--- config.mk ---
export PLATFORM = sky130hd
export DESIGN_NAME = t16ba_top
export DESIGN_NICKNAME = d
export VERILOG_FILES = /design/src/hdl/t16ba_pkg.sv /design/src/hdl/t16ba_cnt_if.sv /design/src/hdl/t16ba_top.sv /design/src/hdl/t16ba_counter_core.sv
export VERILOG_INCLUDE_DIRS = /design/src /design/src/hdl
export SDC_FILE = /design/constraint.sdc
export NUM_CORES = 1
export LEC_CHECK = 0
export BUFFER_PORTS_ARGS = -buffer_cell sky130_fd_sc_hd__buf_2
export CORE_MARGIN = 5
export CORE_UTILIZATION = 50
export DETAILED_ROUTE_END_ITERATION = 16
export GPL_ROUTABILITY_DRIVEN = 1
export PLACE_DENSITY = 0.76
export SLEW_MARGIN = 20
export SYNTH_ARGS = -nofsm -noshare
export SYNTH_HDL_FRONTEND = slang
export SYNTH_HIERARCHICAL = 1
export SYNTH_SLANG_ARGS = --single-unit
export TNS_END_PERCENT = 20
--- constraint.sdc ---
create_clock -name core_clk -period 2 [get_ports core_clk]
set_clock_uncertainty 0.1 [all_clocks]
set_input_delay 0.5 -clock core_clk [delete_from_list [all_inputs] [get_ports core_clk]]
set_output_delay 0.5 -clock core_clk [all_outputs]
set_load 0.05 [all_outputs]
--- src/hdl/t16ba_cfg.svh ---
// constants of the byte-access 16-bit timer: offsets, fields, resets, codes
`ifndef T16BA_CFG_SVH
`define T16BA_CFG_SVH

// byte addresses on the cpu byte bus
`define T16BA_OFS_CNT_LO 4'h0
`define T16BA_OFS_CNT_HI 4'h1
`define T16BA_OFS_CMPA_LO 4'h2
`define T16BA_OFS_CMPA_HI 4'h3
`define T16BA_OFS_CMPB_LO 4'h4
`define T16BA_OFS_CMPB_HI 4'h5
`define T16BA_OFS_CAP_LO 4'h6
`define T16BA_OFS_CAP_HI 4'h7
`define T16BA_OFS_CTRL2 4'h8

// clock-select field of the second control register
`define T16BA_CS_LSB 0
`define T16BA_CS_MSB 2

// reset values
`define T16BA_WORD_RST 16'h0000
`define T16BA_BYTE_RST 8'h00
`define T16BA_CS_RST 3'h0

// clock-select codes
`define T16BA_CS_STOP 3'h0
`define T16BA_CS_SYS 3'h1
`define T16BA_CS_PRESC_FIRST 3'h2
`define T16BA_CS_PRESC_LAST 3'h5
`define T16BA_CS_EXT_FALL 3'h6
`define T16BA_CS_EXT_RISE 3'h7

`endif

--- src/hdl/t16ba_pkg.sv ---
// types shared by the byte-access 16-bit timer modules
package t16ba_pkg;
  typedef logic [15:0] t16ba_word_t;
  typedef logic [7:0] t16ba_byte_t;
  typedef logic [3:0] t16ba_addr_t;
  typedef logic [2:0] t16ba_csel_t;
endpackage

--- src/hdl/t16ba_cnt_if.sv ---
// link between the access logic and the counter core
interface t16ba_cnt_if;
  import t16ba_pkg::*;
  logic tick;
  logic down;
  logic clear;
  logic wrEn;
  t16ba_word_t wrData;
  t16ba_word_t value;
  modport ctl (output tick, output down, output clear, output wrEn, output wrData,
    input value);
  modport core (input tick, input down, input clear, input wrEn, input wrData,
    output value);
endinterface

--- src/hdl/t16ba_top.sv ---
// byte-wise cpu access to a 16-bit timer/counter with shared high-byte staging
//
// Summary of operation
// - sixteen-bit registers reached as two byte accesses
// - one eight-bit high-byte staging register
// - staging byte shared by all wide registers
// - low-byte write loads whole register at once
// - low-byte read copies upper half to staging
// - compare reads bypass staging byte
// - clock-select field picks internal or external source
// - counter is sixteen bits, up or down
// - each count strobe moves exactly one step
// - direction signal chooses increment or decrement
// - counter high address reaches the staging byte
// - clock-select zero stops counter, access remains
// - cpu write beats clear and count
`include "t16ba_cfg.svh"
module t16ba_top
  import t16ba_pkg::*;
(
  input wire logic core_clk,
  input wire logic rst_n,
  input wire t16ba_addr_t cpuAddr,
  input wire logic cpuWrEn,
  input wire logic cpuRdEn,
  input wire t16ba_byte_t cpuWrData,
  output t16ba_byte_t cpuRdData,
  input wire logic prescTick,
  input wire logic extClkPin,
  input wire logic countDown,
  input wire logic countClear,
  input wire logic captureLoad,
  output t16ba_word_t countValue,
  output t16ba_word_t compareA,
  output t16ba_word_t compareB,
  output t16ba_word_t captureValue,
  output t16ba_csel_t clockSelect
);

  t16ba_cnt_if cntLink ();

  t16ba_byte_t staging_q;
  t16ba_word_t compareA_q;
  t16ba_word_t compareB_q;
  t16ba_word_t capture_q;
  t16ba_csel_t clockSel_q;
  t16ba_byte_t rdData_q;
  t16ba_byte_t rdData_d;
  logic extPinS1_q;
  logic extPinS2_q;
  logic extPinPrev_q;
  logic extRise;
  logic extFall;
  logic timerTick;
  logic wrCntLo;
  logic wrCmpALo;
  logic wrCmpBLo;
  logic wrCapLo;
  logic wrCtrl2;
  logic wrHigh;
  logic rdCntLo;
  logic rdCapLo;
  t16ba_word_t wideWrite;

  // address decode of the byte bus
  assign wrCntLo = cpuWrEn && (cpuAddr == `T16BA_OFS_CNT_LO);
  assign wrCmpALo = cpuWrEn && (cpuAddr == `T16BA_OFS_CMPA_LO);
  assign wrCmpBLo = cpuWrEn && (cpuAddr == `T16BA_OFS_CMPB_LO);
  assign wrCapLo = cpuWrEn && (cpuAddr == `T16BA_OFS_CAP_LO);
  assign wrCtrl2 = cpuWrEn && (cpuAddr == `T16BA_OFS_CTRL2);
  assign wrHigh = cpuWrEn && (cpuAddr == `T16BA_OFS_CNT_HI || cpuAddr == `T16BA_OFS_CMPA_HI
    || cpuAddr == `T16BA_OFS_CMPB_HI || cpuAddr == `T16BA_OFS_CAP_HI);
  assign rdCntLo = cpuRdEn && (cpuAddr == `T16BA_OFS_CNT_LO);
  assign rdCapLo = cpuRdEn && (cpuAddr == `T16BA_OFS_CAP_LO);

  // staged high byte joined with the written low byte
  assign wideWrite = {staging_q, cpuWrData};

  // the one shared staging byte
  always_ff @(posedge core_clk) begin
    if (!rst_n) begin
      staging_q <= `T16BA_BYTE_RST;
    end else if (wrHigh) begin
      staging_q <= cpuWrData;
    end else if (rdCntLo) begin
      staging_q <= cntLink.value[15:8];
    end else if (rdCapLo) begin
      staging_q <= capture_q[15:8];
    end
  end

  // compare registers load only on their low-byte write
  always_ff @(posedge core_clk) begin
    if (!rst_n) begin
      compareA_q <= `T16BA_WORD_RST;
      compareB_q <= `T16BA_WORD_RST;
    end else begin
      if (wrCmpALo) begin
        compareA_q <= wideWrite;
      end
      if (wrCmpBLo) begin
        compareB_q <= wideWrite;
      end
    end
  end

  // capture register: cpu write beats a hardware capture
  always_ff @(posedge core_clk) begin
    if (!rst_n) begin
      capture_q <= `T16BA_WORD_RST;
    end else if (wrCapLo) begin
      capture_q <= wideWrite;
    end else if (captureLoad) begin
      capture_q <= cntLink.value;
    end
  end

  // second control register, clock-select field only
  always_ff @(posedge core_clk) begin
    if (!rst_n) begin
      clockSel_q <= `T16BA_CS_RST;
    end else if (wrCtrl2) begin
      clockSel_q <= cpuWrData[`T16BA_CS_MSB:`T16BA_CS_LSB];
    end
  end

  // read multiplexer; compare bytes come straight from their registers
  always_comb begin
    rdData_d = `T16BA_BYTE_RST;
    unique case (cpuAddr)
      `T16BA_OFS_CNT_LO: rdData_d = cntLink.value[7:0];
      `T16BA_OFS_CNT_HI: rdData_d = staging_q;
      `T16BA_OFS_CMPA_LO: rdData_d = compareA_q[7:0];
      `T16BA_OFS_CMPA_HI: rdData_d = compareA_q[15:8];
      `T16BA_OFS_CMPB_LO: rdData_d = compareB_q[7:0];
      `T16BA_OFS_CMPB_HI: rdData_d = compareB_q[15:8];
      `T16BA_OFS_CAP_LO: rdData_d = capture_q[7:0];
      `T16BA_OFS_CAP_HI: rdData_d = staging_q;
      `T16BA_OFS_CTRL2: rdData_d = {5'h00, clockSel_q};
      default: rdData_d = `T16BA_BYTE_RST; // unmapped reads as zero
    endcase
  end

  // read data registered, valid the cycle after the strobe
  always_ff @(posedge core_clk) begin
    if (!rst_n) begin
      rdData_q <= `T16BA_BYTE_RST;
    end else if (cpuRdEn) begin
      rdData_q <= rdData_d;
    end
  end

  // external clock pin: two-stage synchroniser then edge history
  always_ff @(posedge core_clk) begin
    if (!rst_n) begin
      extPinS1_q <= 1'b0;
      extPinS2_q <= 1'b0;
      extPinPrev_q <= 1'b0;
    end else begin
      extPinS1_q <= extClkPin;
      extPinS2_q <= extPinS1_q;
      extPinPrev_q <= extPinS2_q;
    end
  end

  assign extRise = extPinS2_q && !extPinPrev_q;
  assign extFall = !extPinS2_q && extPinPrev_q;

  // clock-select logic; code zero gives no tick at all
  always_comb begin
    timerTick = 1'b0;
    unique case (clockSel_q)
      `T16BA_CS_STOP: timerTick = 1'b0;
      `T16BA_CS_SYS: timerTick = 1'b1;
      `T16BA_CS_EXT_FALL: timerTick = extFall;
      `T16BA_CS_EXT_RISE: timerTick = extRise;
      default: timerTick = prescTick; // prescaled internal taps
    endcase
  end

  // drive the counter core
  assign cntLink.tick = timerTick;
  assign cntLink.down = countDown;
  assign cntLink.clear = countClear;
  assign cntLink.wrEn = wrCntLo;
  assign cntLink.wrData = wideWrite;

  t16ba_counter_core u_core (
    .core_clk(core_clk),
    .rst_n(rst_n),
    .cnt(cntLink.core)
  );

  // outputs
  assign cpuRdData = rdData_q;
  assign countValue = cntLink.value;
  assign compareA = compareA_q;
  assign compareB = compareB_q;
  assign captureValue = capture_q;
  assign clockSelect = clockSel_q;
endmodule

--- src/hdl/t16ba_counter_core.sv ---
// 16-bit bidirectional counter core with cpu load priority
`include "t16ba_cfg.svh"
module t16ba_counter_core
  import t16ba_pkg::*;
(
  input wire logic core_clk,
  input wire logic rst_n,
  t16ba_cnt_if.core cnt
);

  t16ba_word_t value_q;

  // load beats clear beats count; one step per tick
  always_ff @(posedge core_clk) begin
    if (!rst_n) begin
      value_q <= `T16BA_WORD_RST;
    end else if (cnt.wrEn) begin
      value_q <= cnt.wrData;
    end else if (cnt.clear) begin
      value_q <= `T16BA_WORD_RST;
    end else if (cnt.tick) begin
      if (cnt.down) begin
        value_q <= value_q - 16'h0001;
      end else begin
        value_q <= value_q + 16'h0001;
      end
    end
  end

  assign cnt.value = value_q;
endmodule

==> flow_summary.ini <==
[yosys]
ys.flop_type = dfxtp_1
synth_top_family_by_area = compound AO/OA/AOI/OAI gates
syn-num-nets = 626
synthMuxAreaShare = 0.1224
ys_ff_latch = 86
synth_xor_area_frac = 0.01584
synth-simple-area-share = 0.1976
synth_area_per_cell_sq_um = 8.436
yosysSeqAreaShare = 0.3459
yosysWarningCount = 6
synthArstFlopShare = 0
syn_area_sq_um = 4977
netlist_instances = 590
synth_compound_area_frac = 0.2308
synth_fa_ha_area_frac = 0.03922
synth_edf_count = 0
netlist-cell-type-count = 72

[clock_tree]
clkLatencyLatePin_ns = 0.37
cts-root-buf = clkbuf_8
numCtsBuffers = 9
ctsHoldBuffers = 0
cts_tree = built
cts_sinks = 86
clkTransAtPathRegs_ns = 0.10
htreeDepth = 3
clockBufferDepth = 2

[worst_setup_path]
cp-startpoint = countDown
cp_max_fo = 14
reg2reg_from = u_core/cnt.value[10]$_SDFFE_PN0P_
r2r-end = u_core/cnt.value[14]$_SDFFE_PN0P_
crit_type = in -> reg
worstPathRequired_ns = 2.20
startpoint_type = primary input
worstPathArrival_ns = 2.24
r2r_cells = 6
regToRegSetupSlack_ns = 0.01
crit_path_end_kind = flip-flop
crit_end = u_core/cnt.value[14]$_SDFFE_PN0P_

[die]
die_area_sq_um = 12050
rows = 36
fp.dieH_microns = 109.8
core_sq_um = 9729
initial_core_util = 0.5116
die_x_microns = 109.8
io_pins = 96

[global_routing]
grt_pass1_wl_mm = 26.57
grt_pass1_vias = 4928
grt_max_degree = 28
antenna_found_initial = 0
grtUsageTotal = 0.2900
grt_overflow = 0

[drt]
vias_per_cell = 6.038
wirelength_mm = 17.08
ant_nets = 0
drt-pass1-iter-count = 5
vias = 5301
routedWlPerCell_microns = 19.45
drc_errors = 0
first_iter_violations = 464

[cells_and_area]
fillers = 826
diodes = 0
postLayoutCoreUtil = 0.6546
multi_input_area_sq_um = 3053
final_cell_mix = buf_2 (95), buf_4 (78), dfxtp_1 (73)
area_delta_synth_final_pct = 27.95
drive_gt1_frac = 0.3087
nets = 776
register_area_sq_um = 1743
layout_commonest_cell = buf_2

[power_and_ir_drop]
p_leak_nw = 2.984
pwr_density_cell_nw_per_um2 = 612.4
swShare = 0.3096
intPower_w = 0.002693
vdd_ir_drop_max_v = 0.0005330
power_frac_comb = 0.192
power_frac_seq = 0.463
switchingPower_w = 0.001208
power_frac_clock = 0.344

[run]
maxCapViolations = 0

[timing]
finalCriticalPeriod_ns = 2.038
timing.final.crit_share = 1.019
fmax_mhz = 490.6
hold_viol_final = 0
finalSetupViolations = 1
rsz0062_at_grt = true
worstMarginPinSlew_ns = 0.5168
final_max_slew_viol_count = 0
maxSlewHeadroom = 0.6555
holdWs_ns = 0.2341
finalWorstSetupSlack_ns = -0.03829

[run_status]
violations = negative setup slack
status = finished, violations left

[placement]
portBuffers = 95
place_congestion = 1.024
post-place-ws_ns = -0.3733
dpl.hpwl_mm = 13.05

[worst_hold_path]
min_from = extClkPin
hp-class = in -> reg
[worst max-delay path, stage by stage]
cell and delay, ns:
buf_2 0.12, buf_12 0.14, ha_1 0.35, a21oi_1 0.24, nand2_1 0.14, a221o_1 0.33
a211oi_2 0.20, mux2i_1 0.21
[state kept, by name (all words and copies together), names as in the netlist]
name / flops
captureValue: 16
compareA: 16
compareB: 16
u_core/cnt.value: 16
cpuRdData: 8
staging_q: 8
clockSelect: 3
extPinPrev_q: 1
extPinS1_q: 1
extPinS2_q: 1
[stage by stage]
stage	total power [W]	cells	setup TNS [ns]	cell area (sq um)
finish	0.003900	878	-0.03829	6369
detailed placement	0.002569	859	-5.730	6091
floorplan	0.002279	590	-0.3624	5016
CTS	0.003895	875	0	6320
global placement	0.002558	859	-4.649	6091
global route	0.004041	878	-0.4801	6369
[cell type report]
cell class / instances / share of cell area
Tap cell: 133 / 0.02613
Timing Repair Buffer: 177 / 0.1764
Clock buffer: 11 / 0.02377
Sequential cell: 86 / 0.2737
Multi-Input combinational cell: 448 / 0.4794
Inverter: 18 / 0.01061
Clock inverter: 5 / 0.01002
[worst min path at each step]
stage                                        to  slack (ns)  cells past startpoint
final                     extPinS1_q$_SDFF_PN0_        0.23                      2
after floorplan           extPinS2_q$_SDFF_PN0_        0.31                      1
after detailed placement  extPinS2_q$_SDFF_PN0_        0.33                      1
after global placement    extPinS2_q$_SDFF_PN0_        0.32                      1
after global routing      extPinS1_q$_SDFF_PN0_        0.22                      2
after CTS                 extPinS1_q$_SDFF_PN0_        0.22                      2
[power groups by stage]
stage / sequential (W) / clock, W / combinational (W)
finish: 0.00181 / 0.00134 / 0.000751
global route: 0.00181 / 0.00143 / 0.000797
CTS: 0.00180 / 0.00136 / 0.000730
detailed placement: 0.00184 / 0 / 0.000726
global placement: 0.00184 / 0 / 0.000714
floorplan: 0.00194 / 0 / 0.000343
[repair_timing]
item / in CTS / in global routing
pin swaps: 0 / 6
setup endpoints to repair: 6 / 11
resized for setup: 4 / 6
setup buffers: 0 / 3
cloned: 0 / 0
[routing by layer]
| metal | share of wire | GRT usage | wire length (microns) |
|---|---|---|---|
| met1 | 0.43 | 0.3921 | 7393 |
| met2 | 0.45 | 0.4451 | 7684 |
| met3 | 0.086 | 0.06694 | 1477 |
| met4 | 0.030 | 0.1193 | 519 |
| met5 | 0 | 0 | 0 |
[Yosys cell counts (3+ instances only)]
cell type	n	share of area
a22o_1	10	0.018
a221oi_1	4	0.0070
mux2i_1	53	0.11
nor3_1	5	0.0050
a22oi_1	4	0.0060
dfxtp_1	86	0.35
nand3_1	12	0.012
ha_1	14	0.035
buf_2	12	0.012
or3_1	3	0.0038
nor2b_1	13	0.016
clkbuf_1	22	0.017
a31oi_1	6	0.0075
a211oi_1	22	0.033
o211ai_1	10	0.015
a21o_1	4	0.0060
a21boi_0	3	0.0045
and3_1	6	0.0075
nor2_1	50	0.038
a21oi_1	43	0.043
mux2_2	3	0.0068
and2_1	5	0.0063
o31a_1	3	0.0053
o221ai_1	8	0.014
inv_1	17	0.013
nor3b_1	3	0.0045
nand3b_1	6	0.0090
nand2_1	70	0.053
xor2_1	7	0.012
o21ai_0	28	0.028
[cell families after synthesis]
group,Yosys count
DFF,86
xor gates and xnor gates,9
and+or+nand+nor,196
adders and majority gates,15
AOI/OAI and AO/OA,170
buffers and inverters,56
muxes,58
Power figures use the tool's default switching activity.
